**src/common/boot_table_pkg.sv**
```systemverilog
// boot table interpreter constants: field sizes, reserved port codes,
// working-state word addresses and reset values.
// assumes a byte stream source and a single 50 MHz processor clock.
package boot_table_pkg;

    // ************************************************************
    // table layout
    // ************************************************************
    localparam int        FIELD_BYTES     = 4;
    localparam logic [15:0] DELAY_TAG     = 16'hFFFF;
    localparam logic [15:0] RESV_LOW      = 16'hFFF0;
    localparam logic [15:0] WRITE_LIMIT   = 16'hFFEF;
    localparam logic [31:0] END_COUNT     = 32'h0000_0000;

    // ************************************************************
    // working-state word addresses held while loading
    // ************************************************************
    localparam logic [15:0] ENTRY_WORD_HI = 16'h0060;
    localparam logic [15:0] ENTRY_WORD_LO = 16'h0061;
    localparam logic [15:0] STACK_WORD    = 16'h0090;
    localparam logic [15:0] SYS_STACK_WORD = 16'h0080;
    localparam logic [23:0] GUARD_BYTE_END = 24'h000200;

    // ************************************************************
    // reset values and timing
    // ************************************************************
    localparam logic [31:0] ENTRY_RESET   = 32'h0000_0000;
    localparam int          CLK_MHZ       = 50;
    localparam int          WRITE_WAIT_CYC = 1;

    typedef enum logic [3:0] {
        ST_ENTRY   = 4'h0,
        ST_COUNT   = 4'h1,
        ST_CONFIG  = 4'h3,
        ST_PWRITE  = 4'h2,
        ST_PWAIT   = 4'h6,
        ST_DELAY   = 4'h7,
        ST_SECLEN  = 4'h5,
        ST_SECDST  = 4'h4,
        ST_DATA    = 4'hC,
        ST_DONE    = 4'hD
    } load_state_e;

endpackage

```
**src/hw/boot_table_interpreter.sv**
```systemverilog
// boot table interpreter: walks entry, config list and sections.
// assumes one upstream byte source (valid/ready) and a memory/port
// write side that completes a port write in one cycle.
`timescale 1ns/10ps
module boot_table_interpreter (
    input  wire logic        ref_clk,
    input  wire logic        reset_n,
    // byte stream from any boot source
    input  wire logic        byteValid,
    input  wire logic [7:0]  byteData,
    output logic             byteReady,
    // peripheral port write
    output logic             portWrite,
    output logic [15:0]      portAddr,
    output logic [15:0]      portData,
    // section byte writes
    output logic             memWrite,
    output logic [23:0]      memAddr,
    output logic [7:0]       memData,
    // working-state word writes
    output logic             stateWrite,
    output logic [15:0]      stateAddr,
    output logic [15:0]      stateData,
    // hand over
    output logic             bootDone,
    output logic [31:0]      entryAddr,
    output logic             delayBusy
);
    // ************************************************************
    // state
    // ************************************************************
    typedef struct packed {
        boot_table_pkg::load_state_e st;
        logic [31:0] entry;
        logic [31:0] cfgLeft;
        logic [23:0] secLeft;
        logic [23:0] dest;
        logic        leadPad;
        logic        trailPad;
        logic        firstByte;
        logic [15:0] pAddr;
        logic [15:0] pData;
        logic        pWrite;
        logic        dLoad;
        logic [15:0] dLen;
        logic        mWrite;
        logic [23:0] mAddr;
        logic [7:0]  mData;
        logic [1:0]  sIdx;
        logic        sWrite;
        logic [15:0] sAddr;
        logic [15:0] sData;
        logic        done;
    } ldr_s;

    ldr_s cur_q;
    ldr_s cur_d;

    logic        fieldStart;
    logic        fieldDone;
    logic [31:0] fieldWord;
    logic        dlyDone;
    logic        dlyBusy;
    logic        streamState;
    logic        byteTake;
    logic        lastByte;
    logic        padByte;

    // ************************************************************
    // byte intake and field assembly
    // ************************************************************
    // the same field walk serves every source: nothing here depends on
    // where the bytes come from
    assign streamState = (cur_q.st == boot_table_pkg::ST_ENTRY)  ||
                         (cur_q.st == boot_table_pkg::ST_COUNT)  ||
                         (cur_q.st == boot_table_pkg::ST_CONFIG) ||
                         (cur_q.st == boot_table_pkg::ST_SECLEN) ||
                         (cur_q.st == boot_table_pkg::ST_SECDST) ||
                         (cur_q.st == boot_table_pkg::ST_DATA);
    // no stream bytes while the working-state words are being written
    assign byteReady  = streamState && !cur_q.sWrite;
    assign byteTake   = byteValid && byteReady;
    assign fieldStart = !reset_n;

    field_assembler u_field (
        .ref_clk   (ref_clk),
        .reset_n   (reset_n),
        .start     (fieldStart),
        .byteValid (byteTake && (cur_q.st != boot_table_pkg::ST_DATA)),
        .byteData  (byteData),
        .fieldDone (fieldDone),
        .fieldWord (fieldWord)
    );

    cycle_delay #(.WIDTH(16)) u_delay (
        .ref_clk (ref_clk),
        .reset_n (reset_n),
        .load    (cur_q.dLoad),
        .length  (cur_q.dLen),
        .busy    (dlyBusy),
        .done    (dlyDone)
    );

    // pad bytes: a lead pad on an odd start, a trail pad on an even end
    assign lastByte = (cur_q.secLeft == 24'h1);
    assign padByte  = (cur_q.firstByte && cur_q.leadPad) ||
                      (lastByte && cur_q.trailPad);

    // ************************************************************
    // table walk
    // ************************************************************
    always_comb begin
        cur_d        = cur_q;
        cur_d.pWrite = 1'b0;
        cur_d.dLoad  = 1'b0;
        cur_d.mWrite = 1'b0;
        cur_d.sWrite = 1'b0;
        // working-state words go out one per cycle after the entry field
        if (cur_q.sIdx != 2'h0) begin
            cur_d.sWrite = 1'b1;
            cur_d.sIdx   = cur_q.sIdx + 2'h1;
            case (cur_q.sIdx)
                2'h1: begin
                    cur_d.sAddr = boot_table_pkg::ENTRY_WORD_LO;
                    cur_d.sData = cur_q.entry[15:0];
                end
                2'h2: begin
                    cur_d.sAddr = boot_table_pkg::STACK_WORD;
                    cur_d.sData = boot_table_pkg::STACK_WORD;
                end
                2'h3: begin
                    cur_d.sAddr = boot_table_pkg::SYS_STACK_WORD;
                    cur_d.sData = boot_table_pkg::SYS_STACK_WORD;
                end
                default: begin
                    cur_d.sWrite = 1'b0;
                end
            endcase
        end
        case (cur_q.st)
            boot_table_pkg::ST_ENTRY: begin
                if (fieldDone) begin
                    cur_d.entry = fieldWord;
                    cur_d.sWrite = 1'b1;
                    cur_d.sAddr = boot_table_pkg::ENTRY_WORD_HI;
                    cur_d.sData = fieldWord[31:16];
                    cur_d.sIdx  = 2'h1;
                    cur_d.st    = boot_table_pkg::ST_COUNT;
                end
            end
            boot_table_pkg::ST_COUNT: begin
                if (fieldDone) begin
                    cur_d.cfgLeft = fieldWord;
                    cur_d.st = (fieldWord == 32'h0) ?
                        boot_table_pkg::ST_SECLEN :
                        boot_table_pkg::ST_CONFIG;
                end
            end
            boot_table_pkg::ST_CONFIG: begin
                if (fieldDone) begin
                    cur_d.cfgLeft = cur_q.cfgLeft - 32'h1;
                    if (fieldWord[31:16] == boot_table_pkg::DELAY_TAG) begin
                        cur_d.dLoad = 1'b1;
                        cur_d.dLen  = fieldWord[15:0];
                        cur_d.st    = boot_table_pkg::ST_DELAY;
                    end else if (fieldWord[31:16] <
                                 boot_table_pkg::WRITE_LIMIT) begin
                        // value goes out unchecked
                        cur_d.pAddr  = fieldWord[31:16];
                        cur_d.pData  = fieldWord[15:0];
                        cur_d.pWrite = 1'b1;
                        cur_d.st     = boot_table_pkg::ST_PWRITE;
                    end else begin
                        // reserved codes: skipped, no strobe
                        cur_d.st = (cur_q.cfgLeft == 32'h1) ?
                            boot_table_pkg::ST_SECLEN :
                            boot_table_pkg::ST_CONFIG;
                    end
                end
            end
            boot_table_pkg::ST_PWRITE: begin
                cur_d.st = boot_table_pkg::ST_PWAIT;
            end
            boot_table_pkg::ST_PWAIT, boot_table_pkg::ST_DELAY: begin
                // next entry only after the current one finishes
                if (cur_q.st == boot_table_pkg::ST_PWAIT || dlyDone) begin
                    cur_d.st = (cur_q.cfgLeft == 32'h0) ?
                        boot_table_pkg::ST_SECLEN :
                        boot_table_pkg::ST_CONFIG;
                end
            end
            boot_table_pkg::ST_SECLEN: begin
                if (fieldDone) begin
                    cur_d.secLeft = fieldWord[23:0];
                    cur_d.st = (fieldWord == boot_table_pkg::END_COUNT) ?
                        boot_table_pkg::ST_DONE :
                        boot_table_pkg::ST_SECDST;
                end
            end
            boot_table_pkg::ST_SECDST: begin
                if (fieldDone) begin
                    cur_d.dest      = fieldWord[23:0];
                    cur_d.leadPad   = fieldWord[0];
                    // header count is real bytes only; the pads ride on
                    // top, so the end parity must come from count and dest
                    cur_d.trailPad  = fieldWord[0] ^ cur_q.secLeft[0];
                    cur_d.secLeft   = cur_q.secLeft + 24'(fieldWord[0]) +
                                      24'(fieldWord[0] ^ cur_q.secLeft[0]);
                    cur_d.firstByte = 1'b1;
                    cur_d.st        = boot_table_pkg::ST_DATA;
                end
            end
            boot_table_pkg::ST_DATA: begin
                if (byteTake) begin
                    cur_d.firstByte = 1'b0;
                    cur_d.secLeft   = cur_q.secLeft - 24'h1;
                    if (!padByte) begin
                        cur_d.mWrite = 1'b1;
                        cur_d.mAddr  = cur_q.dest;
                        cur_d.mData  = byteData;
                        cur_d.dest   = cur_q.dest + 24'h1;
                    end
                    if (lastByte) begin
                        cur_d.st = boot_table_pkg::ST_SECLEN;
                    end
                end
            end
            boot_table_pkg::ST_DONE: begin
                cur_d.done = 1'b1;
            end
            default: begin
                cur_d.st = boot_table_pkg::ST_ENTRY;
            end
        endcase
    end

    // ************************************************************
    // registers
    // ************************************************************
    always_ff @(posedge ref_clk) begin
        if (!reset_n) begin
            cur_q       <= '0;
            cur_q.st    <= boot_table_pkg::ST_ENTRY;
            cur_q.entry <= boot_table_pkg::ENTRY_RESET;
        end else begin
            cur_q <= cur_d;
        end
    end

    assign portWrite  = cur_q.pWrite;
    assign portAddr   = cur_q.pAddr;
    assign portData   = cur_q.pData;
    assign memWrite   = cur_q.mWrite;
    assign memAddr    = cur_q.mAddr;
    assign memData    = cur_q.mData;
    assign stateWrite = cur_q.sWrite;
    assign stateAddr  = cur_q.sAddr;
    assign stateData  = cur_q.sData;
    assign bootDone   = cur_q.done;
    assign entryAddr  = cur_q.entry;
    assign delayBusy  = dlyBusy;

    // ************************************************************
    // checks
    // ************************************************************
    port_range_a : assert property (@(posedge ref_clk) disable iff (!reset_n)
        portWrite |-> portAddr < boot_table_pkg::WRITE_LIMIT)
        else $error("reserved port written");
    port_wait_a : assert property (@(posedge ref_clk) disable iff (!reset_n)
        portWrite |=> !byteReady ##1 !portWrite)
        else $error("port write not followed by wait");
    delay_nowrite_a : assert property (@(posedge ref_clk) disable iff (!reset_n)
        delayBusy |-> !portWrite && !memWrite && !byteReady)
        else $error("activity during delay");
    mem_seq_a : assert property (@(posedge ref_clk) disable iff (!reset_n)
        memWrite && !cur_q.firstByte && $past(memWrite) &&
        cur_q.st == boot_table_pkg::ST_DATA
        |-> memAddr == $past(memAddr) + 24'h1)
        else $error("section bytes not consecutive");
    zero_count_a : assert property (@(posedge ref_clk) disable iff (!reset_n)
        cur_q.st == boot_table_pkg::ST_COUNT && fieldDone &&
        fieldWord == 32'h0 |=> cur_q.st == boot_table_pkg::ST_SECLEN)
        else $error("zero count not skipped");
    end_table_a : assert property (@(posedge ref_clk) disable iff (!reset_n)
        cur_q.st == boot_table_pkg::ST_SECLEN && fieldDone &&
        fieldWord == 32'h0 |=> ##1 bootDone && !byteReady)
        else $error("end of table not handed over");
    no_early_sec_a : assert property (@(posedge ref_clk) disable iff (!reset_n)
        memWrite |-> cur_q.cfgLeft == 32'h0 && !delayBusy)
        else $error("section before config done");
    entry_hold_a : assert property (@(posedge ref_clk) disable iff (!reset_n)
        cur_q.st != boot_table_pkg::ST_ENTRY && $past(cur_q.st) !=
        boot_table_pkg::ST_ENTRY |-> $stable(entryAddr))
        else $error("entry address changed");
    entry_word_a : assert property (@(posedge ref_clk) disable iff (!reset_n)
        stateWrite && stateAddr == boot_table_pkg::ENTRY_WORD_HI
        |=> stateWrite && stateAddr == boot_table_pkg::ENTRY_WORD_LO)
        else $error("entry words not stored");

    cfg_write_c : cover property (@(posedge ref_clk) portWrite);
    delay_run_c : cover property (@(posedge ref_clk) $rose(delayBusy));
    sec_byte_c  : cover property (@(posedge ref_clk) memWrite);
    done_c      : cover property (@(posedge ref_clk) $rose(bootDone));
endmodule

```
**src/hw/cycle_delay.sv**
```systemverilog
// counts a programmed number of processor cycles, then pulses done.
// assumes load is a single pulse and length is 1..65535.
`timescale 1ns/10ps
module cycle_delay #(
    parameter int WIDTH = 16
) (
    input  wire logic             ref_clk,
    input  wire logic             reset_n,
    input  wire logic             load,
    input  wire logic [WIDTH-1:0] length,
    output logic                  busy,
    output logic                  done
);
    initial begin
        if (WIDTH < 2) $error("delay width too small");
    end

    typedef struct packed {
        logic [WIDTH-1:0] left;
        logic             run;
    } dly_s;

    dly_s cur_q;
    dly_s cur_d;

    assign busy = cur_q.run;
    assign done = cur_q.run && (cur_q.left == WIDTH'(1));

    // a length of n holds busy for exactly n cycles
    always_comb begin
        cur_d = cur_q;
        if (load) begin
            cur_d.left = length;
            cur_d.run  = (length != '0);
        end else if (cur_q.run) begin
            cur_d.left = cur_q.left - WIDTH'(1);
            cur_d.run  = (cur_q.left != WIDTH'(1));
        end
    end

    always_ff @(posedge ref_clk) begin
        if (!reset_n) begin
            cur_q <= '0;
        end else begin
            cur_q <= cur_d;
        end
    end

    delay_ends_a : assert property (@(posedge ref_clk) disable iff (!reset_n)
        done |=> !busy) else $error("delay ran past its end");
endmodule

```
**src/hw/field_assembler.sv**
```systemverilog
// gathers a 32-bit field from consecutive stream bytes, msb first.
// assumes byteValid is from the same clock; start clears the byte count.
`timescale 1ns/10ps
module field_assembler (
    input  wire logic        ref_clk,
    input  wire logic        reset_n,
    input  wire logic        start,
    input  wire logic        byteValid,
    input  wire logic [7:0]  byteData,
    output logic             fieldDone,
    output logic [31:0]      fieldWord
);
    typedef struct packed {
        logic [31:0] word;
        logic [2:0]  cnt;
    } asm_s;

    asm_s cur_q;
    asm_s cur_d;
    logic take;

    // a byte is consumed only when valid; fourth byte completes field
    assign take      = byteValid && !start;
    assign fieldDone = take && (cur_q.cnt == 3'h3);
    assign fieldWord = {cur_q.word[23:0], byteData};

    // next-state shifter
    always_comb begin
        cur_d = cur_q;
        if (start) begin
            cur_d.cnt = 3'h0;
        end else if (take) begin
            cur_d.word = {cur_q.word[23:0], byteData};
            cur_d.cnt  = (cur_q.cnt == 3'h3) ? 3'h0 : cur_q.cnt + 3'h1;
        end
    end

    always_ff @(posedge ref_clk) begin
        if (!reset_n) begin
            cur_q <= '0;
        end else begin
            cur_q <= cur_d;
        end
    end

    count_bound_a : assert property (@(posedge ref_clk) disable iff (!reset_n)
        cur_q.cnt <= 3'h3) else $error("byte count out of range");
endmodule

```
**config.mk**
```make
export PLATFORM = sky130hd
export DESIGN_NAME = boot_table_interpreter
export DESIGN_NICKNAME = d
export VERILOG_FILES = /design/src/common/boot_table_pkg.sv /design/src/hw/boot_table_interpreter.sv /design/src/hw/cycle_delay.sv /design/src/hw/field_assembler.sv
export SDC_FILE = /design/constraint.sdc
export NUM_CORES = 1
export LEC_CHECK = 0
export ABC_AREA = 1
export BUFFER_PORTS_ARGS = -buffer_cell sky130_fd_sc_hd__buf_2
export CORE_MARGIN = 10
export CORE_UTILIZATION = 65
export DETAILED_ROUTE_END_ITERATION = 10
export GPL_TIMING_DRIVEN = 0
export PLACE_DENSITY = 0.91
export SLEW_MARGIN = 0
export SYNTH_ARGS = -nofsm -noshare
export SYNTH_HDL_FRONTEND = slang
export SYNTH_HIERARCHICAL = 1
export SYNTH_SLANG_ARGS = --single-unit
```
**constraint.sdc**
```tcl
create_clock -name ref_clk -period 5.2 [get_ports ref_clk]
set_input_delay 0.52 -clock ref_clk [delete_from_list [all_inputs] [get_ports ref_clk]]
set_output_delay 0.52 -clock ref_clk [all_outputs]
set_load 0.01 [all_outputs]
```
Yosys cells after proc, flatten, opt, wreduce, memory -nomap -nowiden
Cells that the tools add are included.

storage, ports and cells
  register bits after elaboration = 282

operators by class
  reductions and logical operators = 40
  magnitude comparators = 1
  muxes and demuxes = 37
  add/sub/neg operators = 8
  bitwise gates (word level) = 8
  equality and inequality tests = 28

operators with widths
  kind                     number
  $mux W35                 3
  $pmux W32 S3             1
  $pmux W24 S3             1
  $logic_not A32 Y1        2
  $mux W32                 2
  $pmux W32 S2             1
  $mux W17                 3
  $mux W51                 1
  $add A24 B1 Y24          2
  $mux W24                 2
  $mux W48                 1
  $pmux W24 S2             1
  $mux W36                 1
  $mux W4                  9
  $pmux W4 S9              1
  $mux W33                 1
  $eq A32 B1 Y1 const B    1
  $sub A32 B1 Y32 const B  1
  $add A24 B1 Y24 const B  1
  $eq A24 B1 Y1 const B    1
  $sub A24 B1 Y24 const B  1
  $ne A2 B2 Y1 const B     9
  $reduce_and A3 Y1        6
  $eq A16 B1 Y1 const B    1
  32 further kinds         69

Longest topological paths before layout
  depth after elaboration = 13
  gate-level depth with buffers = 20

Cells and area by module
Netlist, hierarchy kept.

by module, submodules not included
  module                  instances  cells each  area an instance (um^2)
  boot_table_interpreter  1          2051        13392.8
  field_assembler         1          156         1222.4
  cycle_delay             1          186         1203.7

Worst setup path after synthesis
Ideal clock, no wire load.

  kind = register to register
  start = reg cur_q[234] (netlist name)
  end = reg cur_q, in the netlist stateData[10]
  period minus slack after synthesis = 2.881 ns
  arrival = 2.765 ns
  cell stages (with the launch flop) = 17
  buffers on the path = 4
  slack = 2.319 ns
  path through = dfxtp_1 -> nor2_4 -> nand2_2 -> buf_2 -> buf_1 -> nand2_1 -> inv_1 -> nand2_2 -> buf_6 -> nor2_1 -> inv_1 -> nor2_1 -> inv_2 -> nand2_1 -> nor2_1 -> clkbuf_1 -> a22o_1

between the ends
  longest elaborated chain between the ends = 13
  elaborated cells on any way between the ends = 19
  classes of those cells = 6 x eq/ne; 2 x mux; 11 x reduce/logical

ends and longest elaborated chain
  what                                              line                                                        source
  start, declared                                   boot_table_interpreter.sv:56                                ldr_s cur_q;
  start signal, assigned                            boot_table_interpreter.sv:246                               cur_q <= cur_d;
  $eq A4 B1 Y1 or $logic_not A4 Y1 (tied branches)  boot_table_interpreter.sv:75, boot_table_interpreter.sv:74
  $logic_or A1 B1 Y1                                boot_table_interpreter.sv:74                                assign streamState = (cur_q.st == boot_table_pkg::ST_ENTRY) ||
  $logic_or A1 B1 Y1                                boot_table_interpreter.sv:75                                (cur_q.st == boot_table_pkg::ST_COUNT) ||
  $logic_or A1 B1 Y1                                boot_table_interpreter.sv:76                                (cur_q.st == boot_table_pkg::ST_CONFIG) ||
  $logic_or A1 B1 Y1                                boot_table_interpreter.sv:77                                (cur_q.st == boot_table_pkg::ST_SECLEN) ||
  $logic_or A1 B1 Y1                                boot_table_interpreter.sv:78                                (cur_q.st == boot_table_pkg::ST_SECDST) ||
  $logic_and A1 B1 Y1                               boot_table_interpreter.sv:81                                assign byteReady = streamState && !cur_q.sWrite;
  $logic_and A1 B1 Y1                               boot_table_interpreter.sv:82                                assign byteTake = byteValid && byteReady;
  $logic_and A1 B1 Y1 (*)                           boot_table_interpreter.sv:89                                .byteValid (byteTake && (cur_q.st != boot_table_pkg::ST_DATA)),
  $logic_and A1 B1 Y1 (*)                           field_assembler.sv:23                                       assign take = byteValid && !start;
  $logic_and A1 B1 Y1 (*)                           field_assembler.sv:24                                       assign fieldDone = take && (cur_q.cnt == 3'h3);
  named net fieldDone                               boot_table_interpreter.sv:60                                logic fieldDone;
  $mux W35 (*)                                      boot_table_interpreter.sv:142                               if (fieldDone) begin
  $mux W35 (*)                                      boot_table_interpreter.sv:140                               case (cur_q.st)

The timed path passes the listed nets; every way through them passes the cells marked *.
A chain may end at the register's enable or synchronous reset.

Worst setup path in the final report
  start = reg cur_q[234] (netlist name)
  end = reg cur_q[200] (netlist name)

between the ends
  longest elaborated chain between the ends = 13
  elaborated cells on any way between the ends = 22
  classes of those cells = 8 x eq/ne; 1 x mux; 13 x reduce/logical

ends and longest elaborated chain
  what                                              line
  $eq A4 B1 Y1 or $logic_not A4 Y1 (tied branches)  boot_table_interpreter.sv:75, boot_table_interpreter.sv:74
  $logic_or A1 B1 Y1                                boot_table_interpreter.sv:74
  $logic_or A1 B1 Y1                                boot_table_interpreter.sv:75
  $logic_or A1 B1 Y1                                boot_table_interpreter.sv:76
  $logic_or A1 B1 Y1                                boot_table_interpreter.sv:77
  $logic_or A1 B1 Y1                                boot_table_interpreter.sv:78
  $logic_and A1 B1 Y1                               boot_table_interpreter.sv:81
  $logic_and A1 B1 Y1                               boot_table_interpreter.sv:82
  $logic_and A1 B1 Y1 (*)                           boot_table_interpreter.sv:89
  $logic_and A1 B1 Y1 (*)                           field_assembler.sv:23
  $logic_and A1 B1 Y1 (*)                           field_assembler.sv:24
  named net fieldDone                               boot_table_interpreter.sv:60
  $ne A2 B2 Y1 (no line)                            n/a
  $reduce_and A3 Y1 (no line) (*)                   n/a

Marked as above.

==> results.md <==
* CTS clk-pin slew, worst paths at 0.06 ns
* Synth warn at 6
* Post-synth ARST share at 0
* Core Rows at 57
* Routability cong. at about 1
* Largest family of logic cells by synthesized area: simple AND/OR/NAND/NOR gates
* Root Buffer: clkbuf_16
* TritonCTS clock tree: yes
* Period utilisation layout at 0.839
* Max-Cap Viols at 0
* Unrepaired setup endpoints after global routing: false
* Hold Vio Cnt, Final at 0
* Seq cells post-synth at 282
* # port buffers at 144
* Hold-fix buffers, CTS at 0
* Ys flop type: dfxtp_1
* Relative slew slack at 0.384
* Setup ws final at 0.837 ns
* Clk_lat worst skew at 0.58 ns
* Final Skew at 0.0154 ns
* Largest net degree at the start of global routing at 16
* Register area share after synthesis at 0.357
* Vias in the first global route at 16567
* Post-synthesis mux area share at 0
* DRC Markers at 0
* Core box area at around 24000 µm²
* I/O pin count at roughly 150
* Initial antenna violation count at 4
* Setup-failing EPs final at 0
* Post-Synth XOR/XNOR Area at 0.0111
* Fill count at a little under 2000
* EDFF count, synth at 0
* Clock Path Buffers at 3
* Final HPWL DP at 41000 µm
* Mapped Cells at 2393
* GRT Overall Usage at 0.361
* H-tree depth at 1
* Clock period minus worst slack at 4.36 ns
* Die width at 176 µm
* Crit Path Class: reg2reg
* Worst setup EP type: flop
* Post-synth cell types at 51
* Leak pwr at 0.00826 µW
* Adder-cell share of the synthesized area at 0.0127
* Die height at 176 µm
* Status: completed
* Total iterations of the first detailed-routing run at 8
* DRT iter0 DRCs at 2114
* Mapped cell area at 15800 µm²
* Avg Inst Size Synth at 6.61 µm²
* Clock Sinks at 282
* Post_cts resized at 0
* Post-synthesis simple-gate area fraction at 0.295
* Worst vdd ir at between 0.2 and 0.25 mV
* Vias/cell at approximately 6.0
* Max Freq at roughly 230 MHz
* Final WL at 58200 µm
* Setup TNS at 0 ns
* Dpl ws at 0.841 ns
* Post-CTS Setup Bufs at 0
* Crit path required time at 5.70 ns
* Die area at 31000 µm²
* Compound-Gate Fraction of Synth Area at 0.165
* Fin nets at 2596
* Critical Path AT at 4.87 ns
* Vias post-DR at roughly 18000
* Post-Syn Nets at 2420
* Startpoint types: flop
* Layout area overhead at 14.2%
* Worst Max-Slew Pin Slew at about 0.92 ns
* Number of CTS-inserted buffers at 30
* WL/cell at 19.9 µm
* Max-slew violation count at 0
* Min-delay worst type: in2reg
* First-pass GRT wire length at 90200 µm
* Power density over the cells at 268 nW/µm²
* Starting Density at 0.656
* Share of cells above drive strength 1 at 0.183
* Routed Antenna Nets at 0
* Total grt overflow at 0
* Critical-path maximum fanout at 10
-- power breakdown --
part           switching, µW  internal, µW  total, µW
clock network            956          1440       2390
logic                    189          64.4        254
registers               10.8          2170       2180
-- through the flow --
| step | total power [µW] | instances | cell area, µm² | util | hold slack (ns) |
|---|---|---|---|---|---|
| 2_1_floorplan | 2360 | 2393 | 15800 | - | 0.415 |
| 3_3_place_gp | 2460 | 2861 | 16900 | 0.703 | 0.425 |
| 3_5_place_dp | 2460 | 2861 | 16900 | 0.703 | 0.429 |
| 4_1_cts | 4790 | 2917 | 18100 | 0.749 | 0.239 |
| 5_1_grt | 4910 | 2917 | 18100 | 0.749 | 0.258 |
| 6_report | 4830 | 2920 | 18100 | 0.749 | 0.243 |
-- state kept, by name, summed over array words and instances (netlist names), 8 cells and up --
register and flops:
entryAddr 32, stateData 16, memData 8, u_delay/cur_q 16
u_field/fieldWord 24, portData 16, cur_q 106, memAddr 24
portAddr 16, stateAddr 16
-- Yosys cell counts (12+ instances only) --
cell type,number,area (µm²)
nand3_1,166,831
o21ai_1,66,330
o211ai_1,12,90.1
nor2_2,18,113
nand4_1,18,113
inv_1,190,713
o21ai_0,147,736
clkbuf_1,47,176
inv_2,14,52.6
nor2_1,383,1440
nor3_1,18,90.1
nand2_1,482,1810
xor2_1,15,131
dfxtp_1,282,5650
buf_2,40,200
ha_1,16,200
a21oi_1,208,1040
a22o_1,14,123
buf_4,165,1240
a22oi_1,13,97.6
-- critical path: stages, from the launching register on --
cell and delay, ns:
dfxtp_1 0.46, nor2_4 0.10, nand2_2 0.14, buf_2 0.32
buf_1 0.56, nand2_1 0.11, inv_1 0.16, nand2_2 0.16
buf_6 0.18, nor2_1 0.45, inv_1 0.24, nor3_2 0.40
inv_1 0.17, clkbuf_1 0.28, a21oi_1 0.33, nand2_1 0.11
a21oi_1 0.12
-- cells in the final DEF, fill, tap and decap left out, drive strengths merged, types with 2 or more instances in the layout --
cell / n
o22ai: 9
clkbuf: 90
clkinv: 10
nand2: 493
a22o: 14
buf: 361
diode: 3
nor3: 19
xor2: 15
inv: 206
bufinv: 5
o211ai: 12
ha: 16
a21oi: 210
o21ai: 215
o21bai: 4
xnor2: 5
or2: 3
a31oi: 4
nor2: 408
a22oi: 13
clkinvlp: 2
nand4: 20
dfxtp: 282
nand3: 168
-- logic make-up after synthesis --
group,after synthesis
XOR/XNOR,20
buffers and inverters,474
AND/OR/NAND/NOR,1115
adder cells (fa/ha/maj),16
flip-flops,282
AO/OA/AOI/OAI,486
-- cell type report --
| class | instances | area (µm²) | area share |
|---|---|---|---|
| clock buffer | 41 | 882 | 0.0488 |
| inverter | 208 | 783 | 0.0434 |
| timing repair buffer | 144 | 721 | 0.0399 |
| multi-input combinational | 1637 | 7650 | 0.424 |
| clock inverter | 15 | 231 | 0.0128 |
| buffer | 266 | 1740 | 0.0963 |
| tap | 324 | 405 | 0.0224 |
| sequential | 282 | 5650 | 0.312 |
| antenna | 3 | 7.51 | 0.000416 |
-- per-layer routing --
metal | vias up | wire, µm | global-route usage | share of wire
li1 | 7942 | - | - | -
met1 | 7996 | 21200 | 0.435 | 0.36
met2 | 1199 | 25400 | 0.562 | 0.44
met3 | 367 | 7180 | 0.0989 | 0.12
met4 | 9 | 4270 | 0.231 | 0.073
met5 | - | 106 | 0.00480 | 0.0018
-- final timing paths --
check                           slack (ns)                       endpoint                startpoint  depth (start not counted)
worst max-delay path                  0.84        cur_q[200]$_SDFFE_PN0P_   cur_q[234]$_SDFFE_PN0P_                         16
worst min-delay path                  0.24  u_delay/cur_q[2]$_SDFFE_PN0P_                   reset_n                          3
worst max register to register        0.84        cur_q[200]$_SDFFE_PN0P_   cur_q[234]$_SDFFE_PN0P_                         16
worst min register to register        0.44       stateAddr[14]$_SDFF_PN0_  stateAddr[14]$_SDFF_PN0_                          2
Note: power is estimated with default switching activity, not from simulation.
